[src/rtl/dmahs_defs.svh]
`ifndef DMAHS_DEFS_SVH
`define DMAHS_DEFS_SVH
// ----------------------------------------
// Channel and pair counts
// ----------------------------------------
`define DMAHS_NUM_CH      7
`define DMAHS_NUM_PAIRS   3
// ----------------------------------------
// Reset and idle levels, synchroniser depth
// ----------------------------------------
`define DMAHS_ACK_IDLE    7'h7f
`define DMAHS_GNT_IDLE    3'h7
`define DMAHS_TC_IDLE     1'h0
`define DMAHS_SYNC_STAGES 2
`endif

[src/rtl/dmahs_pkg.sv]
package dmahs_pkg;
    typedef enum logic [1:0] {
        DMAHS_IDLE,
        DMAHS_GRANT,
        DMAHS_XFER,
        DMAHS_AUTOINIT
    } dmahs_state_t;
endpackage

[src/rtl/dmahs_if.sv]
`timescale 1ns/10ps
`default_nettype none
`include "dmahs_defs.svh"
interface dmahs_if;
    logic [`DMAHS_NUM_CH-1:0]    dma_req;
    logic [`DMAHS_NUM_CH-1:0]    dma_ack;
    logic                        io_cmd;
    logic                        master_n;
    logic                        term_count;
    logic                        addr_en;
    logic [`DMAHS_NUM_PAIRS-1:0] pci_req_n;
    logic [`DMAHS_NUM_PAIRS-1:0] pci_gnt_n;
    modport device (
        input  dma_req,
        input  io_cmd,
        input  master_n,
        input  pci_req_n,
        output dma_ack,
        output term_count,
        output addr_en,
        output pci_gnt_n
    );
    modport agent (
        output dma_req,
        output io_cmd,
        output master_n,
        output pci_req_n,
        input  dma_ack,
        input  term_count,
        input  addr_en,
        input  pci_gnt_n
    );
endinterface
`default_nettype wire

[src/rtl/dmahs_device.sv]
`timescale 1ns/10ps
`default_nettype none
`include "dmahs_defs.svh"
// Summary of operation
// - Acknowledge shows grant or master bus ownership
// - Request and acknowledge polarity are selectable
// - Slave selected by acknowledge plus command
// - Master waits for acknowledge before MASTER#
// - No acknowledge if request already withdrew
// - Acknowledges high in reset and suspend
// - Requester holds request until acknowledged
// - Request edges treated as asynchronous
// - PCI agent requests on active-low line
// - Grant PCI agents on active-low grant
// - All pairs act as spare pins when PCI DMA is disabled
// - Grants high in reset, suspend high/spare
// - Terminal count after last transfer address
// - Terminal count held until address enable drops
// - Autoinit drops terminal count before address enable
// - Terminal count low in reset and suspend
module dmahs_device
    import dmahs_pkg::*;
(
    input  wire logic                        sys_clk,
    input  wire logic                        srst,
    dmahs_if.device                          bus,
    input  wire logic                        req_active_low,
    input  wire logic                        ack_active_low,
    input  wire logic                        pci_dma_enable,
    input  wire logic                        suspend,
    input  wire logic                        suspend_gpo_sel,
    input  wire logic [`DMAHS_NUM_PAIRS-1:0] spare_output_pins,
    output logic      [`DMAHS_NUM_PAIRS-1:0] spare_input_pins,
    input  wire logic                        xfer_addr_out,
    input  wire logic                        count_expired,
    input  wire logic                        autoinit,
    input  wire logic                        xfer_done,
    output logic                             busy,
    output logic      [2:0]                  active_ch,
    output logic      [`DMAHS_NUM_PAIRS-1:0] pci_req_seen
);
    dmahs_state_t state;
    dmahs_state_t next_state;
    logic [`DMAHS_NUM_CH-1:0]    req_sync;
    logic [`DMAHS_NUM_PAIRS-1:0] pci_sync;
    logic [`DMAHS_NUM_CH-1:0]    ack_onehot;
    logic [2:0]                  ch;
    logic                        tc;
    logic                        aen;
    logic [`DMAHS_NUM_PAIRS-1:0] gnt;
    // ----------------------------------------
    // Elaboration checks
    // ----------------------------------------
    // Literal widths below assume seven channels and three pairs
    if ((`DMAHS_NUM_CH != 7) || (`DMAHS_NUM_PAIRS != 3)) begin : g_size_check
        $error("channel or pair count not supported");
    end
    // ----------------------------------------
    // Synchronisers
    // ----------------------------------------
    dmahs_sync #(.WIDTH(`DMAHS_NUM_CH)) u_req_sync (
        .sys_clk   (sys_clk),
        .srst      (srst),
        .async_in  (bus.dma_req),
        .reset_val ({`DMAHS_NUM_CH{req_active_low}}),
        .sync_out  (req_sync)
    );
    dmahs_sync #(.WIDTH(`DMAHS_NUM_PAIRS)) u_pci_sync (
        .sys_clk   (sys_clk),
        .srst      (srst),
        .async_in  (bus.pci_req_n),
        .reset_val (`DMAHS_GNT_IDLE),
        .sync_out  (pci_sync)
    );
    // ----------------------------------------
    // Decode
    // ----------------------------------------
    function automatic logic [2:0] dmahs_pick(input logic [`DMAHS_NUM_CH-1:0] v);
        logic [2:0] r;
        r = 3'h0;
        for (int i = `DMAHS_NUM_CH - 1; i >= 0; i--) begin
            if (v[i]) begin
                r = 3'(i);
            end
        end
        return r;
    endfunction
    // Polarity is sampled live: switching it outside suspend lets stale synchroniser
    // levels look like fresh requests for two edges
    wire [`DMAHS_NUM_CH-1:0] req_act  = req_sync ^ {`DMAHS_NUM_CH{req_active_low}};
    wire                     any_req  = |req_act;
    wire [2:0]               pick     = dmahs_pick(req_act);
    wire                     still_rq = req_act[ch];
    wire [`DMAHS_NUM_PAIRS-1:0] pci_act = ~pci_sync;
    assign spare_input_pins = pci_sync;
    assign pci_req_seen     = pci_dma_enable ? pci_act : 3'h0;
    always_comb begin
        next_state = state;
        case (state)
            DMAHS_IDLE: begin
                if (any_req && !suspend) begin
                    next_state = DMAHS_GRANT;
                end
            end
            DMAHS_GRANT: begin
                // Request dropped before grant: back out without acking
                if (!still_rq) begin
                    next_state = DMAHS_IDLE;
                end else begin
                    next_state = DMAHS_XFER;
                end
            end
            DMAHS_XFER: begin
                if (xfer_done) begin
                    next_state = autoinit ? DMAHS_AUTOINIT : DMAHS_IDLE;
                end
            end
            DMAHS_AUTOINIT: begin
                next_state = DMAHS_IDLE;
            end
            default: begin
                next_state = DMAHS_IDLE;
            end
        endcase
    end
    // ----------------------------------------
    // Sequencing
    // ----------------------------------------
    always_ff @(posedge sys_clk) begin
        if (srst || suspend) begin
            state <= DMAHS_IDLE;
            ch    <= 3'h0;
        end else begin
            state <= next_state;
            if (state == DMAHS_IDLE) begin
                ch <= pick;
            end
        end
    end
    // ----------------------------------------
    // Terminal count and address enable
    // ----------------------------------------
    // A count expiring on the closing cycle is dropped with AEN, or a cycle before it on autoinit, never after it
    wire tc_event = (state == DMAHS_XFER) && xfer_addr_out && count_expired;
    always_ff @(posedge sys_clk) begin
        if (srst || suspend) begin
            tc  <= `DMAHS_TC_IDLE;
            aen <= 1'h0;
        end else begin
            aen <= (next_state == DMAHS_XFER) || (next_state == DMAHS_AUTOINIT);
            if (next_state == DMAHS_AUTOINIT) begin
                // Autoinit drops the count a cycle ahead of AEN
                tc <= 1'h0;
            end else if (next_state == DMAHS_IDLE) begin
                tc <= 1'h0;
            end else if (tc_event) begin
                tc <= 1'h1;
            end
        end
    end
    // ----------------------------------------
    // PCI grants, one pair served at a time
    // ----------------------------------------
    always_ff @(posedge sys_clk) begin
        if (srst) begin
            gnt <= 3'h0;
        end else if (!pci_dma_enable || suspend) begin
            gnt <= 3'h0;
        end else if (gnt == 3'h0) begin
            gnt <= pci_act & ~(pci_act - 3'h1);
        end else begin
            gnt <= gnt & pci_act;
        end
    end
    wire [`DMAHS_NUM_PAIRS-1:0] gnt_pins = ~gnt;
    wire [`DMAHS_NUM_PAIRS-1:0] susp_gnt = suspend_gpo_sel ? spare_output_pins
                                                            : `DMAHS_GNT_IDLE;
    always_ff @(posedge sys_clk) begin
        if (srst) begin
            bus.pci_gnt_n <= `DMAHS_GNT_IDLE;
        end else if (suspend) begin
            bus.pci_gnt_n <= susp_gnt;
        end else if (!pci_dma_enable) begin
            bus.pci_gnt_n <= spare_output_pins;
        end else begin
            bus.pci_gnt_n <= gnt_pins;
        end
    end
    // ----------------------------------------
    // Acknowledge outputs
    // ----------------------------------------
    wire ack_on = (state == DMAHS_XFER) || (state == DMAHS_AUTOINIT);
    assign ack_onehot = ack_on ? (7'h01 << ch) : 7'h00;
    // Registered so the pins never glitch while the channel changes
    always_ff @(posedge sys_clk) begin
        if (srst || suspend) begin
            bus.dma_ack <= `DMAHS_ACK_IDLE;
        end else begin
            bus.dma_ack <= ack_onehot ^ {`DMAHS_NUM_CH{ack_active_low}};
        end
    end
    assign bus.term_count = tc;
    assign bus.addr_en    = aen;
    assign busy           = ack_on;
    assign active_ch      = ch;
endmodule // dmahs_device
`default_nettype wire

[src/rtl/dmahs_sync.sv]
`timescale 1ns/10ps
`default_nettype none
`include "dmahs_defs.svh"
module dmahs_sync #(
    parameter int WIDTH = 1
) (
    input  wire logic             sys_clk,
    input  wire logic             srst,
    input  wire logic [WIDTH-1:0] async_in,
    input  wire logic [WIDTH-1:0] reset_val,
    output logic      [WIDTH-1:0] sync_out
);
    logic [WIDTH-1:0] stage1;
    // The first stage feeds only the second
    always_ff @(posedge sys_clk) begin
        if (srst) begin
            stage1   <= reset_val;
            sync_out <= reset_val;
        end else begin
            stage1   <= async_in;
            sync_out <= stage1;
        end
    end
endmodule // dmahs_sync
`default_nettype wire

[src/flat_wrapper.sv]
// flat-port wrapper written by rule: the top's interface ports become plain ports
module dmahs_device_flat import dmahs_pkg::*;
  (sys_clk, srst, req_active_low, ack_active_low, pci_dma_enable, suspend, suspend_gpo_sel, spare_output_pins, spare_input_pins, xfer_addr_out, count_expired, autoinit, xfer_done, busy, active_ch, pci_req_seen, bus_dma_req, bus_io_cmd, bus_master_n, bus_pci_req_n, bus_dma_ack, bus_term_count, bus_addr_en, bus_pci_gnt_n);
  dmahs_if bus_i ();
  input  wire logic sys_clk;
  input  wire logic srst;
  input  wire logic req_active_low;
  input  wire logic ack_active_low;
  input  wire logic pci_dma_enable;
  input  wire logic suspend;
  input  wire logic suspend_gpo_sel;
  input  wire logic [`DMAHS_NUM_PAIRS-1:0] spare_output_pins;
  output logic      [`DMAHS_NUM_PAIRS-1:0] spare_input_pins;
  input  wire logic xfer_addr_out;
  input  wire logic count_expired;
  input  wire logic autoinit;
  input  wire logic xfer_done;
  output logic busy;
  output logic      [2:0] active_ch;
  output logic      [`DMAHS_NUM_PAIRS-1:0] pci_req_seen;
  input wire logic [$bits(bus_i.dma_req)-1:0] bus_dma_req;
  input wire logic [$bits(bus_i.io_cmd)-1:0] bus_io_cmd;
  input wire logic [$bits(bus_i.master_n)-1:0] bus_master_n;
  input wire logic [$bits(bus_i.pci_req_n)-1:0] bus_pci_req_n;
  output wire logic [$bits(bus_i.dma_ack)-1:0] bus_dma_ack;
  output wire logic [$bits(bus_i.term_count)-1:0] bus_term_count;
  output wire logic [$bits(bus_i.addr_en)-1:0] bus_addr_en;
  output wire logic [$bits(bus_i.pci_gnt_n)-1:0] bus_pci_gnt_n;
  assign bus_i.dma_req = bus_dma_req;
  assign bus_i.io_cmd = bus_io_cmd;
  assign bus_i.master_n = bus_master_n;
  assign bus_i.pci_req_n = bus_pci_req_n;
  assign bus_dma_ack = bus_i.dma_ack;
  assign bus_term_count = bus_i.term_count;
  assign bus_addr_en = bus_i.addr_en;
  assign bus_pci_gnt_n = bus_i.pci_gnt_n;
  dmahs_device u_core (.sys_clk(sys_clk), .srst(srst), .bus(bus_i), .req_active_low(req_active_low), .ack_active_low(ack_active_low), .pci_dma_enable(pci_dma_enable), .suspend(suspend), .suspend_gpo_sel(suspend_gpo_sel), .spare_output_pins(spare_output_pins), .spare_input_pins(spare_input_pins), .xfer_addr_out(xfer_addr_out), .count_expired(count_expired), .autoinit(autoinit), .xfer_done(xfer_done), .busy(busy), .active_ch(active_ch), .pci_req_seen(pci_req_seen));
endmodule
[config.mk]
export PLATFORM = sky130hd
export DESIGN_NAME = dmahs_device_flat
export DESIGN_NICKNAME = d
export VERILOG_FILES = /design/src/rtl/dmahs_pkg.sv /design/src/rtl/dmahs_if.sv /design/src/rtl/dmahs_device.sv /design/src/rtl/dmahs_sync.sv /design/src/flat_wrapper.sv
export VERILOG_INCLUDE_DIRS = /design/src /design/src/rtl
export SDC_FILE = /design/constraint.sdc
export NUM_CORES = 1
export LEC_CHECK = 0
export ABC_AREA = 0
export BUFFER_PORTS_ARGS = -buffer_cell sky130_fd_sc_hd__buf_2
export CELL_PAD_IN_SITES_DETAIL_PLACEMENT = 1
export CELL_PAD_IN_SITES_GLOBAL_PLACEMENT = 2
export CORE_MARGIN = 3
export CORE_UTILIZATION = 33
export CTS_BUF_LIST = sky130_fd_sc_hd__clkbuf_2 sky130_fd_sc_hd__clkbuf_4 sky130_fd_sc_hd__clkbuf_8
export CTS_CLUSTER_SIZE = 28
export DETAILED_ROUTE_END_ITERATION = 16
export HOLD_SLACK_MARGIN = 0.12
export PLACE_DENSITY = 0.95
export SYNTH_ARGS = -nofsm -noshare
export SYNTH_HDL_FRONTEND = slang
export SYNTH_SLANG_ARGS = --single-unit
[constraint.sdc]
create_clock -name sys_clk -period 4.4 [get_ports sys_clk]
set_input_delay 0.66 -clock sys_clk [delete_from_list [all_inputs] [get_ports sys_clk]]
set_output_delay 0.66 -clock sys_clk [all_outputs]
set_load 0.02 [all_outputs]
==> results.yml <==
critical_path:
  end_kind: "register"
  cp_cell_sequence: "mux4_2, xor2_1, nor3_2, nor2_1, ha_1, nor4_1"
  cp_slowest_cell: "dfxtp_1"
  worst-path-buf-inv: 0
  crit_start: "u_core.active_ch[0]"
  r2r_start: "u_core.active_ch[0]"
  worstRegToRegCells: 6
  path_class: "reg2reg"
  rrSetupSlack_ns: 2.16
  r2r_end: "u_core.bus.term_count"
  arrival_ns: 2.44
  path_max_fanout: 12
  crit_path_max_incr_delay_ns: 0.60
  critical_path_required_ns: 4.60
  startpoint_type: "register"
  critPathTopFamily: "flip-flops"
timing:
  setup_viol: 0
  hold_viol: 0
  tns_ns: 0
  worstMarginPinSlew_ns: 0.737
  fmax_mhz: 447
  whs_ns: 0.412
  fin_worst_skew_ns: 0.00648
  rsz0062_at_grt: "false"
  finalMaxSlewViolations: 0
  period_needed_ns: 2.24
  max_slew_margin_pct: 50.7
  period_share_pct: 50.9
pwr:
  seqPwrFrac_pct: 50.7
  p_switching_mw: 0.195
  power_frac_comb_pct: 12.0
  clock_power_share_pct: 37.3
  power.leakage_nw: 0.904
  p_int_mw: 0.591
  ir_worst_vdd_uv: 169
  power_density_nw_per_um2: 376
  swShare_pct: 24.8
logic_synthesis:
  ys_ff_latch: 40
  yosysMostFrequentCell: "dfxtp_1"
  synthTopCellsByArea: "dfxtp_1 46%, o21ai_0 5.2%, inv_1 4.1%, nor2_1 3.5%, nand2_1 3.0%"
  synth_ff_type: "dfxtp_1"
  synthesis.area_um2: 1740
  synth_fp_nets: 228
  postSynthAreaPerCell_um2: 8.74
  syn_inst: 199
  yosysWarnings: 0
  ys_types: 45
  synthArstFlopShare_pct: 0
  synth-edff-count: 0
  netlist_top_cells_count: "40 x dfxtp_1, 19 x inv_1, 18 x o21ai_0"
  synth.top_cell.area_share_pct: 46.0
  yosysTopAreaCell: "dfxtp_1"
  seq_area_frac_synth_pct: 46.0
cts:
  cts_buffer_depth: 2
  cts_setup_buffers: 0
  cts_tree: "done"
  numClockSinks: 40
  ctsResizeCount: 0
  clk_latency_ns: 0.29
  clkTransAtPathRegs_ns: 0.08
  htree_levels: 2
  clock-root-buffer: "clkbuf_8"
  cts-buffers-inserted: 5
  holdBufCountCts: 0
drt:
  via_count: 1423
  drc_errors: 0
  drt_first_pass_iters: 2
  via_per_inst: 4.67
  finalWirelength_um: 3790
  wl_per_cell_um: 12.4
  drt_iter0_drc: 37
  ant_nets: 0
run:
  drv_cap: 0
placed_design:
  port_buffers: 45
  place_congestion: 0.718
  dpl.cell_count: 297
  dp_hpwl_um: 2870
grt:
  grt_overflow_total: 0
  grt_pass1_wl_um: 6580
  grt_usage_pct: 13.5
  antenna_found_initial: 0
  grt_pass1_vias: 1448
  grt_start_max_net_pins: 29
finish:
  drive_gt1_share_pct: 27.7
  syn_to_final_growth_pct: 20.1
  nNetsFinal: 266
  instances_no_fill: 305
  antenna_cells: 0
die:
  die_x_um: 78.6
  rows: 25
  die_y_um: 78.6
  core_area_um2: 4910
  start_util_pct: 35.4
  pin_count: 48
  dieArea_um2: 6180
min_path:
  hold_start: "u_core.u_pci_sync.stage1[0]"
  hold_path_end: "u_core.u_pci_sync.sync_out[0]"
  hp-class: "reg2reg"
  hold_depth: 1
run_status:
  status: "finished clean"
registers in the layout, summed over array words and instances, names as in the netlist:
register,count
u_core.u_req_sync.sync_out,7
u_core.u_pci_sync.stage1,3
u_core.active_ch,3
u_core.gnt,3
u_core.u_req_sync.stage1,7
u_core.bus.dma_ack,7
u_core.u_pci_sync.sync_out,3
u_core.bus.term_count,1
u_core.state,2
u_core.bus.pci_gnt_n,3
u_core.bus.addr_en,1
through the flow:
stage               util, %  setup slack (ns)  instance area, um^2  power [mW]
floorplan                 -              2.38                 1740       0.472
detailed placement     40.3              2.15                 1980       0.503
global placement       40.3              2.16                 1980       0.497
global route           42.5              1.97                 2090       0.830
CTS                    42.5              2.16                 2090       0.798
finish                 42.5              2.16                 2090       0.786
routing by layer:
metal | global-route usage (%) | vias up | part of all wire [%]
met5 | 0 | - | 0
met4 | 5.42 | 0 | 1.9
met3 | 3.90 | 7 | 5.2
met2 | 23.2 | 30 | 51
met1 | 15.6 | 646 | 42
li1 | - | 740 | -
worst register-to-register path, cell delays in order, from the launching register on:
cell     delay, ns
dfxtp_1       0.60
mux4_2        0.58
xor2_1        0.22
nor3_2        0.08
nor2_1        0.19
ha_1          0.27
nor4_1        0.21
kinds of logic after synthesis:
| family | synth area share, % |
|---|---|
| simple gates | 20.9 |
| compound gates | 15.8 |
| flops | 46.0 |
| buf+inv | 8.13 |
| xor+xnor | 4.53 |
| mux | 2.52 |
| fa+ha+maj | 2.16 |
power groups by stage:
stage                     registers [mW]  logic (mW)  clock network, mW
after floorplan                    0.409      0.0631                  0
after global placement             0.406      0.0909                  0
after detailed placement           0.407      0.0954                  0
after CTS                          0.399      0.0959              0.303
after global routing               0.402       0.107              0.322
final                              0.399      0.0940              0.293
worst max path at each step:
stage / end / slack (ns) / cells past startpoint
CTS: u_core.bus.term_count / 2.16 / 6
finish: u_core.bus.term_count / 2.16 / 6
global placement: u_core.bus.term_count / 2.16 / 7
detailed placement: u_core.bus.term_count / 2.15 / 7
floorplan: u_core.bus.term_count / 2.38 / 7
global route: u_core.bus.term_count / 1.97 / 6
layout make-up:
cell class | instances | area, um^2
well taps | 67 | 83.8
repair buffers | 45 | 225
inverters | 19 | 71.3
multi-input cells | 126 | 797
clock buffers | 5 | 68.8
flip-flops and latches | 40 | 801
clock inverters | 3 | 42.5
fillers | 613 | 2820
placed cells by master, fill, tap and decap left out, types with 3 or more instances in the layout:
master	n
o22ai_1	4
o21ai_0	18
nor3_1	6
nand2b_1	6
nand2_1	14
dfxtp_1	40
nor2b_1	5
xor2_1	4
nor2_1	16
nand4_1	3
buf_2	45
clkbuf_8	5
inv_1	19
ha_1	3
or2_2	5
xnor2_1	5
a21oi_1	6
Power figures use the tool's default switching activity.
